**src/hw/capture_pkg.sv**
```systemverilog
// Shared constants and types of the eight-channel input capture unit.
package capture_pkg;
    // Unit geometry.
    localparam int NUM_CHANNELS = 8;
    localparam int CHAN_W = 3;
    localparam int TIMER_W = 16;
    localparam int CTRL_W = 16;
    localparam int FIFO_DEPTH = 4;
    localparam int FIFO_CNT_W = 3;
    localparam int FIFO_IDX_W = 2;
    // Field positions inside the channel control word.
    localparam int MODE_LSB = 0;
    localparam int MODE_MSB = 2;
    localparam int BNE_BIT = 3;
    localparam int OVF_BIT = 4;
    localparam int EPI_LSB = 5;
    localparam int EPI_MSB = 6;
    localparam int TSEL_BIT = 7;
    localparam int SIDL_BIT = 13;
    // Prescaler terminal counts and reset values.
    localparam logic [3:0] PRE_RESET = 4'h0;
    localparam logic [3:0] PRE4_LAST = 4'h3;
    localparam logic [3:0] PRE16_LAST = 4'hF;
    localparam logic [1:0] EPI_RESET = 2'h0;
    localparam logic [TIMER_W-1:0] WORD_RESET = 16'h0000;
    // Capture condition encodings of the mode field.
    typedef enum logic [2:0] {
        MODE_OFF = 3'h0,
        MODE_EVERY_EDGE = 3'h1,
        MODE_FALL = 3'h2,
        MODE_RISE = 3'h3,
        MODE_RISE4 = 3'h4,
        MODE_RISE16 = 3'h5,
        MODE_UNUSED = 3'h6,
        MODE_WAKE_RISE = 3'h7
    } capture_mode_type;
endpackage

```
**src/hw/capture_fifo.sv**
```systemverilog
// Four-word shifting capture buffer with a registered not-empty flag.
module capture_fifo (
    input wire logic mclk_i,
    input wire logic rst_n_i,
    input wire logic push_i,
    input wire logic [capture_pkg::TIMER_W-1:0] push_data_i,
    input wire logic pop_i,
    output logic [capture_pkg::TIMER_W-1:0] head_o,
    output logic full_o,
    output logic empty_o,
    output logic not_empty_o
);
    import capture_pkg::*;

    logic [TIMER_W-1:0] mem_q [FIFO_DEPTH];
    logic [TIMER_W-1:0] mem_d [FIFO_DEPTH];
    logic [FIFO_CNT_W-1:0] cnt_q;
    logic [FIFO_CNT_W-1:0] cnt_d;
    logic not_empty_q;
    logic [FIFO_IDX_W-1:0] wr_idx;
    wire pop_ok;
    wire push_ok;

    // A pop of an empty buffer changes nothing; a push into a full one is refused unless a pop frees a slot in the same cycle.
    assign full_o = (cnt_q == FIFO_CNT_W'(FIFO_DEPTH));
    assign empty_o = ~not_empty_q;
    assign not_empty_o = not_empty_q;
    assign pop_ok = pop_i & not_empty_q;
    assign push_ok = push_i & (~full_o | pop_ok);
    assign head_o = mem_q[0];

    // Oldest word sits at slot zero; a pop moves every other word forward.
    always_comb begin
        for (int i = 0; i < FIFO_DEPTH; i++) begin
            mem_d[i] = mem_q[i];
        end
        wr_idx = pop_ok ? FIFO_IDX_W'(cnt_q - 3'h1) : FIFO_IDX_W'(cnt_q);
        if (pop_ok) begin
            for (int i = 0; i < FIFO_DEPTH - 1; i++) begin
                mem_d[i] = mem_q[i + 1];
            end
        end
        if (push_ok) begin
            mem_d[wr_idx] = push_data_i;
        end
        cnt_d = cnt_q + FIFO_CNT_W'(push_ok) - FIFO_CNT_W'(pop_ok);
    end

    // Storage words carry no reset; only the fill count and not-empty flag are control state.
    always_ff @(posedge mclk_i) begin
        for (int i = 0; i < FIFO_DEPTH; i++) begin
            mem_q[i] <= mem_d[i];
        end
    end

    // Fill count and not-empty flag update together.
    always_ff @(posedge mclk_i) begin
        if (!rst_n_i) begin
            cnt_q <= 3'h0;
            not_empty_q <= 1'b0;
        end else begin
            cnt_q <= cnt_d;
            not_empty_q <= (cnt_d != 3'h0);
        end
    end
endmodule

```
**src/hw/read_skid.sv**
```systemverilog
// Two-entry buffer between the read port and the receiver of the words.
module read_skid #(
    parameter int DW = 19
) (
    input wire logic mclk_i,
    input wire logic rst_n_i,
    input wire logic in_valid_i,
    output logic in_ready_o,
    input wire logic [DW-1:0] in_data_i,
    output logic out_valid_o,
    input wire logic out_ready_i,
    output logic [DW-1:0] out_data_o
);
    logic out_valid_q;
    logic free_q;
    logic [DW-1:0] out_q;
    logic [DW-1:0] spare_q;

    assign in_ready_o = free_q;
    assign out_valid_o = out_valid_q;
    assign out_data_o = out_q;

    // The spare slot catches the word accepted while the receiver stalls.
    always_ff @(posedge mclk_i) begin
        if (!rst_n_i) begin
            out_valid_q <= 1'b0;
            free_q <= 1'b1;
            out_q <= '0;
            spare_q <= '0;
        end else if (!out_valid_q || out_ready_i) begin
            if (!free_q) begin
                out_q <= spare_q;
                out_valid_q <= 1'b1;
                free_q <= 1'b1;
            end else begin
                out_valid_q <= in_valid_i;
                if (in_valid_i) begin
                    out_q <= in_data_i;
                end
            end
        end else if (in_valid_i && free_q) begin
            spare_q <= in_data_i;
            free_q <= 1'b0;
        end
    end
endmodule

```
**src/hw/input_capture_channels.sv**
```systemverilog
// Eight-channel input capture unit with per-channel buffers and wake logic.
// What this block does
// - Eight independent channels, each fully equipped.
// - Mode field picks the edge capture condition.
// - Switching a channel off clears its prescaler.
// - Any reset clears every prescaler counter.
// - Each channel buffers four 16-bit captures.
// - Not-empty set on capture, cleared when drained.
// - Read returns oldest word, others move forward.
// - Fifth capture into full buffer sets overflow.
// - After overflow, store nothing until buffer drained.
// - Select bit picks timer; second is default.
// - Every-edge mode flags each edge, never overflows.
// - Capture in idle or sleep wakes, if enabled.
// - Mode 111 wakes even with timer stopped.
// - Sleep: only mode 111 rising edge interrupt.
// - Two-bit field sets events per interrupt flag.
// - Idle keeps full function if timer on, no stop.
// - Idle with mode 111: pin is interrupt only.
module input_capture_channels (
    input wire logic mclk_i,
    input wire logic rst_n_i,
    input wire logic [capture_pkg::NUM_CHANNELS-1:0] cap_pin_i,
    input wire logic [capture_pkg::NUM_CHANNELS-1:0][capture_pkg::CTRL_W-1:0]
        channel_control_word_i,
    input wire logic [capture_pkg::TIMER_W-1:0] first_shared_timer_i,
    input wire logic [capture_pkg::TIMER_W-1:0] second_shared_timer_i,
    input wire logic first_timer_on_i,
    input wire logic second_timer_on_i,
    input wire logic cpu_idle_i,
    input wire logic cpu_sleep_i,
    input wire logic [capture_pkg::NUM_CHANNELS-1:0] channel_interrupt_enable_i,
    input wire logic [capture_pkg::NUM_CHANNELS-1:0] event_flag_clr_i,
    input wire logic [capture_pkg::NUM_CHANNELS-1:0] overflow_clr_i,
    input wire logic rd_valid_i,
    input wire logic [capture_pkg::CHAN_W-1:0] rd_chan_i,
    output logic rd_ready_o,
    output logic rd_data_valid_o,
    output logic [capture_pkg::TIMER_W-1:0] rd_data_o,
    output logic [capture_pkg::CHAN_W-1:0] rd_data_chan_o,
    input wire logic rd_data_ready_i,
    output logic [capture_pkg::NUM_CHANNELS-1:0] buffer_not_empty_flag_o,
    output logic [capture_pkg::NUM_CHANNELS-1:0] capture_overflow_flag_o,
    output logic [capture_pkg::NUM_CHANNELS-1:0] channel_event_flag_o,
    output logic [capture_pkg::NUM_CHANNELS-1:0][capture_pkg::CTRL_W-1:0]
        channel_status_word_o,
    output logic wake_o
);
    import capture_pkg::*;

    localparam int SKID_W = TIMER_W + CHAN_W;

    logic [TIMER_W-1:0] head [NUM_CHANNELS];
    logic [NUM_CHANNELS-1:0] pop_vec;
    logic [NUM_CHANNELS-1:0] wake_vec;
    logic [NUM_CHANNELS-1:0] ovf_vec;
    logic [NUM_CHANNELS-1:0] evf_vec;
    logic [NUM_CHANNELS-1:0][CTRL_W-1:0] status_d;
    logic wake_q;
    logic skid_ready;
    logic [SKID_W-1:0] skid_out;
    wire rd_take;
    wire [TIMER_W-1:0] rd_word;

    // A read request is taken only while the output buffer has room.
    assign rd_take = rd_valid_i & skid_ready;
    assign rd_word = head[rd_chan_i];
    assign rd_ready_o = skid_ready;
    assign rd_data_o = skid_out[TIMER_W-1:0];
    assign rd_data_chan_o = skid_out[SKID_W-1:TIMER_W];
    assign capture_overflow_flag_o = ovf_vec;
    assign channel_event_flag_o = evf_vec;
    assign wake_o = wake_q;

    // Per-channel logic: one copy for each capture pin.
    for (genvar k = 0; k < NUM_CHANNELS; k++) begin : g_ch
        logic [2:0] sync_q;
        logic level_q;
        logic [3:0] pre_q;
        logic [1:0] epi_q;
        logic ovf_q;
        logic hold_q;
        logic evf_q;
        logic fifo_full;
        logic fifo_empty;
        wire [CTRL_W-1:0] cw;
        wire capture_mode_type mode;
        wire timebase_select_bit;
        wire [1:0] epi_field;
        wire stop_in_idle_bit;
        wire timer_on;
        wire [TIMER_W-1:0] tcount;
        wire settled;
        wire rise;
        wire fall;
        wire full_run;
        wire irq_only;
        wire pre_mode;
        wire pre_last;
        wire qual;
        wire cap_ev;
        wire push;
        wire ovf_ev;
        wire epi_hit;
        wire irq_ev;

        // Control word fields.
        assign cw = channel_control_word_i[k];
        assign mode = capture_mode_type'(cw[MODE_MSB:MODE_LSB]);
        assign timebase_select_bit = cw[TSEL_BIT];
        assign epi_field = cw[EPI_MSB:EPI_LSB];
        assign stop_in_idle_bit = cw[SIDL_BIT];

        // Select bit low picks the second timer, which is the reset default.
        assign timer_on = timebase_select_bit ? first_timer_on_i : second_timer_on_i;
        assign tcount = timebase_select_bit ? first_shared_timer_i
                                            : second_shared_timer_i;

        // An edge counts once the second and third stages agree on a new level.
        assign settled = (sync_q[1] == sync_q[2]);
        assign rise = settled & sync_q[2] & ~level_q;
        assign fall = settled & ~sync_q[2] & level_q;

        // Full function outside sleep; in idle only with timer on and no stop.
        assign full_run = ~cpu_sleep_i
            & (~cpu_idle_i | (timer_on & ~stop_in_idle_bit));
        assign irq_only = (cpu_sleep_i | cpu_idle_i) & (mode == MODE_WAKE_RISE);

        // Prescaled modes fire on the last rising edge of each group.
        assign pre_mode = (mode == MODE_RISE4) | (mode == MODE_RISE16);
        assign pre_last = (mode == MODE_RISE4) ? (pre_q == PRE4_LAST)
                                               : (pre_q == PRE16_LAST);

        // Edge qualification per capture condition.
        assign qual = (mode == MODE_EVERY_EDGE) ? (rise | fall)
                    : (mode == MODE_FALL) ? fall
                    : (mode == MODE_RISE) ? rise
                    : (mode == MODE_RISE4) ? (rise & pre_last)
                    : (mode == MODE_RISE16) ? (rise & pre_last)
                    : (mode == MODE_WAKE_RISE) ? rise
                    : 1'b0;
        assign cap_ev = full_run & ~irq_only & qual;

        // Stores stop after an overflow until the buffer has been drained.
        assign push = cap_ev & ~fifo_full & ~hold_q;
        assign ovf_ev = cap_ev & fifo_full & ~hold_q
            & (mode != MODE_EVERY_EDGE);

        // Every-edge mode ignores the events-per-interrupt count.
        assign epi_hit = (mode == MODE_EVERY_EDGE) | (epi_q == epi_field);
        assign irq_ev = (cap_ev & epi_hit) | (irq_only & rise);
        assign wake_vec[k] = irq_ev & (cpu_idle_i | cpu_sleep_i)
            & channel_interrupt_enable_i[k];
        assign pop_vec[k] = rd_take & (rd_chan_i == CHAN_W'(k));

        // Pin synchroniser and filtered level.
        always_ff @(posedge mclk_i) begin
            if (!rst_n_i) begin
                sync_q <= 3'h0;
                level_q <= 1'b0;
            end else begin
                sync_q <= {sync_q[1:0], cap_pin_i[k]};
                if (settled) begin
                    level_q <= sync_q[2];
                end
            end
        end

        // Capture prescaler cleared by reset and by switching the channel off.
        always_ff @(posedge mclk_i) begin
            if (!rst_n_i) begin
                pre_q <= PRE_RESET;
            end else if (mode == MODE_OFF) begin
                pre_q <= PRE_RESET;
            end else if (full_run && !irq_only && pre_mode && rise) begin
                pre_q <= pre_last ? PRE_RESET : pre_q + 4'h1;
            end
        end

        // Events-per-interrupt counter restarts after each raised flag.
        always_ff @(posedge mclk_i) begin
            if (!rst_n_i || mode == MODE_OFF) begin
                epi_q <= EPI_RESET;
            end else if (cap_ev && mode != MODE_EVERY_EDGE) begin
                epi_q <= epi_hit ? EPI_RESET : epi_q + 2'h1;
            end
        end

        // Sticky flags: a set in the clearing cycle wins over the clear.
        always_ff @(posedge mclk_i) begin
            if (!rst_n_i) begin
                ovf_q <= 1'b0;
                hold_q <= 1'b0;
                evf_q <= 1'b0;
            end else begin
                ovf_q <= ovf_ev | (ovf_q & ~overflow_clr_i[k]);
                hold_q <= ovf_ev | (hold_q & ~fifo_empty);
                evf_q <= irq_ev | (evf_q & ~event_flag_clr_i[k]);
            end
        end
        assign ovf_vec[k] = ovf_q;
        assign evf_vec[k] = evf_q;

        // Status word mirrors the control word with live flags inserted.
        always_comb begin
            status_d[k] = cw;
            status_d[k][OVF_BIT] = ovf_q;
            status_d[k][BNE_BIT] = ~fifo_empty;
        end

        capture_fifo u_fifo (
            .mclk_i(mclk_i),
            .rst_n_i(rst_n_i),
            .push_i(push),
            .push_data_i(tcount),
            .pop_i(pop_vec[k]),
            .head_o(head[k]),
            .full_o(fifo_full),
            .empty_o(fifo_empty),
            .not_empty_o(buffer_not_empty_flag_o[k])
        );
    end

    // Wake request and status words are registered at the outputs.
    always_ff @(posedge mclk_i) begin
        if (!rst_n_i) begin
            wake_q <= 1'b0;
            channel_status_word_o <= '0;
        end else begin
            wake_q <= |wake_vec;
            channel_status_word_o <= status_d;
        end
    end

    // Read words pass through a two-entry buffer so a stall loses nothing.
    read_skid #(
        .DW(SKID_W)
    ) u_skid (
        .mclk_i(mclk_i),
        .rst_n_i(rst_n_i),
        .in_valid_i(rd_take),
        .in_ready_o(skid_ready),
        .in_data_i({rd_chan_i, rd_word}),
        .out_valid_o(rd_data_valid_o),
        .out_ready_i(rd_data_ready_i),
        .out_data_o(skid_out)
    );
endmodule

```
**config.mk**
```make
export PLATFORM = sky130hd
export DESIGN_NAME = input_capture_channels
export DESIGN_NICKNAME = d
export VERILOG_FILES = /design/src/hw/capture_pkg.sv /design/src/hw/capture_fifo.sv /design/src/hw/read_skid.sv /design/src/hw/input_capture_channels.sv
export SDC_FILE = /design/constraint.sdc
export NUM_CORES = 2
export LEC_CHECK = 0
export BUFFER_PORTS_ARGS = -buffer_cell sky130_fd_sc_hd__buf_2
export CAP_MARGIN = 10
export CORE_ASPECT_RATIO = 1.4
export CORE_MARGIN = 10
export CORE_UTILIZATION = 30
export DETAILED_ROUTE_END_ITERATION = 8
export GPL_ROUTABILITY_DRIVEN = 0
export REMOVE_ABC_BUFFERS = 1
export SYNTH_ARGS = -nofsm -noshare
export SYNTH_HDL_FRONTEND = slang
export SYNTH_SLANG_ARGS = --single-unit
```
**constraint.sdc**
```tcl
create_clock -name mclk_i -period 4.6 [get_ports mclk_i]
set_input_delay 1.15 -clock mclk_i [delete_from_list [all_inputs] [get_ports mclk_i]]
set_output_delay 1.15 -clock mclk_i [all_outputs]
set_load 0.1 [all_outputs]
```
# Yosys cells after proc, flatten, opt, wreduce, memory -nomap -nowiden
# Memory sizes are Yosys's and may differ from the RTL's.
# Index checks and enable logic that the tools add are counted.
[totals]
elab_cells = 836
n_memories = 8
reg_bits = 305
ram_bits = 512
in_bits = 203
output_inout_bits = 174
[memory_table]
columns = ["memory", "depth", "word_bits", "rd", "rd_clocked_by_memory_dff", "write_ports", "line_no", "source"]
rows = [
  ["g_ch[0].u_fifo.mem_q", 4, 16, 4, 0, 4, "capture_fifo.sv:15", "logic [TIMER_W-1:0] mem_q [FIFO_DEPTH];"],
  ["g_ch[1].u_fifo.mem_q", 4, 16, 4, 0, 4, "capture_fifo.sv:15", ""],
  ["g_ch[2].u_fifo.mem_q", 4, 16, 4, 0, 4, "capture_fifo.sv:15", ""],
  ["g_ch[3].u_fifo.mem_q", 4, 16, 4, 0, 4, "capture_fifo.sv:15", ""],
  ["g_ch[4].u_fifo.mem_q", 4, 16, 4, 0, 4, "capture_fifo.sv:15", ""],
  ["g_ch[5].u_fifo.mem_q", 4, 16, 4, 0, 4, "capture_fifo.sv:15", ""],
  ["+2 memories", "-", "-", "-", "-", "-", "-", ""],
]
[classes]
n_eq_ne = 104
reduce_logical = 89
order_cmp = 17
bitwise_logic = 351
addsub = 40
muxes = 142
[ops]
columns = ["operator", "count"]
rows = [
  ["$bwmux W64", 8],
  ["$mux W64", 8],
  ["$mux W48", 8],
  ["$mux W16", 18],
  ["$demux W16 S2", 8],
  ["$and A1 B1 Y1", 201],
  ["$eq A3 B3 Y1 const B", 36],
  ["$or A1 B1 Y1", 73],
  ["$not A1 Y1", 68],
  ["$mux W1", 65],
  ["$eq A3 B2 Y1 const B", 18],
  ["$bmux W16 S3", 1],
  ["$logic_and A1 B1 Y1", 41],
  ["$mux W19", 2],
  ["$add A4 B1 Y4 const B", 8],
  ["$eq A4 B2 Y1 const B", 8],
  ["$eq A4 B4 Y1 const B", 8],
  ["$mux W2", 16],
  ["$mux W4", 8],
  ["$eq A3 B1 Y1 const B", 9],
  ["$logic_not A3 Y1", 9],
  ["$add A3 B1 Y3", 8],
  ["$ge A3 B3 Y1 const B", 8],
  ["$lt A3 B1 Y1 const B", 8],
  ["16 further kinds", 98],
]

# Longest topological paths before layout
[logic_depth]
word_depth = 16
mapped_depth = 12
ltp_nobuf = 11

# By module
# Synthesis repeated with hierarchy kept, for this count alone.
[hier_totals]
hier_cells = 3010
hier_area_um2 = 37676.1
[modules_own_cells]
columns = ["module", "cells_each", "n_inst", "seq_area_each_um2", "area_per_inst_um2"]
rows = [
  ["capture_fifo (g_ch[2].u_fifo ...)", 202, 6, 1521.5, 2957.8],
  ["input_capture_channels", 1215, 1, 4664.5, 12114.1],
  ["capture_fifo (g_ch[0].u_fifo)", 203, 1, 1521.5, 3125.5],
  ["capture_fifo (g_ch[1].u_fifo)", 203, 1, 1521.5, 2952.8],
  ["read_skid", 177, 1, 800.8, 1736.7],
]

# Least setup slack after synthesis
# OpenSTA, ideal clock, no wires.
[synth_path]
path_kind = "input to register"
startpoint = "in rd_chan_i[2] in the netlist's numbering"
endpoint = "reg with a tool-made name"
setup_ns = 0.430
n_path_buf = 2
cell_stages = 6
t_required_ns = 4.170
arrival_time_ns = 4.369
path_slack_ns = -0.199
path_cell_list = "buf_2 > nand2_1 > nor3_2 > clkbuf_1 > ha_1 > nor4_1"
[synth_rtl]
columns = ["element", "line_no", "source"]
rows = [
  ["from (decl)", "input_capture_channels.sv:36", "input wire logic [capture_pkg::CHAN_W-1:0] rd_chan_i,"],
]

# Final worst setup path
[layout_path]
startpoint = "in channel_control_word_i[96] in the netlist's numbering"
endpoint = "reg g_ch[6].u_fifo.not_empty_q"
[layout_between]
elab_chain_len = 15
elab_cells_between_ends = 24
classes_between = "2 x add/sub; 6 x eq/ne; 7 x mux; 8 x bitwise; 1 x reduce/logical"
[layout_rtl]
columns = ["element", "line_no", "source"]
rows = [
  ["from (decl)", "input_capture_channels.sv:25", "channel_control_word_i,"],
  ["$eq A3 B3 Y1", "input_capture_channels.sv:131, input_capture_channels.sv:138", ""],
  ["$mux W1", "input_capture_channels.sv:131", "assign pre_last = (mode == MODE_RISE4) ? (pre_q == PRE4_LAST)"],
  ["$and A1 B1 Y1", "input_capture_channels.sv:138, input_capture_channels.sv:139", ""],
  ["$mux W1", "input_capture_channels.sv:139", ": (mode == MODE_RISE16) ? (rise & pre_last)"],
  ["$mux W1", "input_capture_channels.sv:138", ": (mode == MODE_RISE4) ? (rise & pre_last)"],
  ["$mux W1", "input_capture_channels.sv:137", ": (mode == MODE_RISE) ? rise"],
  ["$mux W1", "input_capture_channels.sv:136", ": (mode == MODE_FALL) ? fall"],
  ["$mux W1", "input_capture_channels.sv:135", "assign qual = (mode == MODE_EVERY_EDGE) ? (rise | fall)"],
  ["$and A1 B1 Y1 (*)", "input_capture_channels.sv:142", "assign cap_ev = full_run & ~irq_only & qual;"],
  ["$and A1 B1 Y1 (*) (2 in a row)", "input_capture_channels.sv:145", "assign push = cap_ev & ~fifo_full & ~hold_q;"],
  ["$and A1 B1 Y1 (*)", "capture_fifo.sv:29", "assign push_ok = push_i & (~full_o | pop_ok);"],
  ["$add A3 B1 Y3 (*)", "capture_fifo.sv:46", "cnt_d = cnt_q + FIFO_CNT_W'(push_ok) - FIFO_CNT_W'(pop_ok);"],
  ["$sub A3 B1 Y3 (*)", "capture_fifo.sv:46", ""],
  ["$reduce_bool A3 Y1 (*)", "capture_fifo.sv:63", "not_empty_q <= (cnt_d != 3'h0);"],
  ["to (signal assigned)", "capture_fifo.sv:63", ""],
  ["to (decl)", "capture_fifo.sv:19", "logic not_empty_q;"],
]
# Every way passes the cells marked *; elsewhere a longest branch is shown, timed or not.
# A chain may end at the register's enable or synchronous reset.

==> metrics <==
status completed; PortBufs 360; Least-Margin Pin Slew 1.158 ns; Sequential cell area 17,640 um2; Ys Warns 0; top cells by area, synth dfxtp_1 39%, mux2i_1 24%, edfxtp_1 11%; hold_buf cts 0; fill count 11.84k; number of global-route vias before repair 24.08k; Post-synth EDFFs 128; layout net count 3,731; total track usage 14.37%; final hold vios 0; initial antenna violation count 20; Final Max Tran Viols 0; Power Density 445.1 nW/um2; global-route wire length before repair 148,700 um; dpl hpwl 70,360 um; clk buf depth 3; WL per Instance 19.15 um; Post-Synthesis Cells 3,166; num ports 377; chip width 311.3 um; Die Ht 427.8 um; post-CTS setup buffer count 0; via count 24.01k; row count 149; hold crit path type register to register; Async SR Flop Fraction 0%; Yosys reg bits 817; Syn Area/Cell 11.25 um2; Worst Path Class, Setup input port to register; Worst IR Drop VDD 0.3761 mV; Clock Sinks 817; DRT antenna net count 0; cts bufs inserted 85; layout cells sized above 1 18.38%; worst rel slew slack 22.48%; TritonCTS clock tree built; core area 117,800 um2; data arrival time of the worst path 3.92 ns; 1st-pass router iterations 5; CP Max Fanout 9; WL final 98,310 um; vias per cell 4.675; ys flop type dfxtp_1; MaxCap Viol Count 0; final setup vio count 0; cells along the critical path buf_2 -> and3_1 -> o211a_1 -> o311ai_1 -> nor3b_2 -> ha_1 -> fa_1 -> xnor2_1 -> o31a_1; CP peak stage delay 0.92 ns; pin count of the biggest net entering global routing 95; Leak 17.03 nW; CP Data Required Time 5.18 ns; multi-input logic area 16,450 um2; CP Launch Type input port; initial core utilization 30.24%; Yosys top cell by area dfxtp_1; post-synthesis sequential area ratio 49.50%; DIE AREA 133,100 um2; First DRT Iteration DRCs 1,244; GR Overflow Total 0; post-route minimum period 3.340 ns; Max Fclk 299.4 MHz; placed cells 4,970; Netlist cell types 86; CTS H-tree depth 3; Clock transition at path regs 0.06 ns; top cell type's share of synthesized area 38.71%; unrepaired setup endpoints after global routing no; hold_ws 0.4323 ns; Clock Latency Late Sink 0.69 ns; slowest CP cell o311ai_1; # DRC 0; Clock Skew 0.04200 ns; Mapped Area 35,630 um2; clk root buf clkbuf_16; area delta synth->final 17.71%; Worst setup EP type register; Post-Layout Cell Count 5,135; post-cts resize count 0; Tcrit/Tclk final 72.60%
-- through the flow --
| stage | setup slack (ns) | utilization (%) | power (W) | setup TNS (ns) | instance area, um2 |
|---|---|---|---|---|---|
| final | 1.260 | 35.60 | 0.01867 | 0 | 41940 |
| after global routing | 1.116 | 35.58 | 0.01950 | 0 | 41930 |
| after CTS | 1.258 | 35.58 | 0.01890 | 0 | 41920 |
| after detailed placement | 0.5327 | 33.12 | 0.01171 | 0 | 39020 |
| after global placement | 0.5602 | 33.12 | 0.01163 | 0 | 39020 |
| after floorplan | -5.168 | - | 0.01072 | -1417.04 | 34640 |
-- where the power goes --
group          total [W]  internal (W)  switching (W)  leakage, nW
clock            0.00713       0.00411        0.00302         1.41
combinational    0.00281       0.00107        0.00173         8.80
sequential       0.00873       0.00820       0.000531         6.82
-- routing by layer --
metal / vias to the layer above / share of wire (%) / GRT usage, %
li1: 11728 / - / -
met1: 11477 / 44 / 17.78
met2: 619 / 46 / 23.76
met3: 161 / 6.7 / 3.675
met4: 22 / 3.3 / 5.738
met5: - / 0.14 / 0
-- cells in the mapped netlist (5+ instances only) --
| library cell | number |
|---|---|
| a211oi_1 | 20 |
| a21boi_0 | 6 |
| a21oi_1 | 91 |
| a31oi_1 | 5 |
| and2_1 | 181 |
| and3_1 | 22 |
| buf_1 | 22 |
| buf_2 | 47 |
| buf_4 | 37 |
| clkbuf_1 | 94 |
| dfxtp_1 | 689 |
| edfxtp_1 | 128 |
| fa_1 | 8 |
| ha_1 | 48 |
| inv_1 | 178 |
| mux2_2 | 22 |
| mux2i_1 | 847 |
| mux4_2 | 32 |
| nand2_1 | 113 |
| nand2b_1 | 14 |
| nand3_1 | 18 |
| nand3_2 | 6 |
| nand4_1 | 10 |
| nand4b_1 | 12 |
| nor2_1 | 121 |
| nor2b_1 | 50 |
| nor3_1 | 30 |
| nor3b_1 | 18 |
| nor4bb_1 | 7 |
| o211a_1 | 19 |
| o211ai_1 | 7 |
| o21a_1 | 13 |
| o21ai_0 | 60 |
| o21ai_1 | 21 |
| o21bai_1 | 7 |
| o31a_1 | 11 |
| o31ai_1 | 5 |
| or3_1 | 17 |
| or4_1 | 5 |
| xnor2_1 | 18 |
| xor2_1 | 32 |
-- layout make-up --
type / instances / share of cell area, %
sequential: 817 / 42.06
clock inverter: 30 / 1.005
inverter: 180 / 1.611
clock buffer: 127 / 5.907
tap: 1585 / 4.729
multi-input combinational: 1966 / 39.22
timing repair buffer: 422 / 5.421
antenna: 8 / 0.04773
-- layout by cell type, fill, tap and decap left out, types with 22 or more instances in the layout --
master	synthesis	final
edfxtp_1	128	128
nor2b_1	50	50
nand2_1	113	113
clkbuf_1	94	25
mux4_2	32	32
nor2_1	121	121
ha_1	48	48
mux2_2	22	22
mux2i_1	847	847
and3_1	22	22
a21oi_1	91	91
and2_1	181	181
inv_1	178	178
xor2_1	32	32
nor3_1	30	26
clkbuf_16	0	87
buf_4	37	62
dfxtp_1	689	688
buf_2	47	359
o21ai_0	60	59
-- worst max-delay path, delay by kind of cell --
kind | cells | cell delay (ns)
fa+ha+maj | 2 | 0.69
buf+inv | 1 | 0.15
xor+xnor | 1 | 0.15
simple gates | 2 | 0.40
compound gates | 3 | 1.38
-- cell families after synthesis --
group | Yosys count | synth area share (%)
buffers and inverters | 383 | 4.664
flip-flops | 817 | 49.50
AO/OA/AOI/OAI | 297 | 5.482
AND/OR/NAND/NOR | 659 | 10.38
XOR/XNOR | 50 | 1.229
multiplexers | 904 | 26.61
adder cells (fa/ha/maj) | 56 | 2.135
-- worst paths after layout --
path | from | end | slack, ns | depth (start not counted)
setup / recovery | channel_control_word_i[96] | g_ch[6].u_fifo.not_empty_o | 1.26 | 9
hold / removal | g_ch[5].sync_q[0] | g_ch[5].sync_q[1] | 0.43 | 1
setup reg to reg | g_ch[6].sync_q[1] | g_ch[6].u_fifo.not_empty_o | 1.48 | 9
hold reg to reg | g_ch[5].sync_q[0] | g_ch[5].sync_q[1] | 0.43 | 1
(Power assumes the default switching activity.)
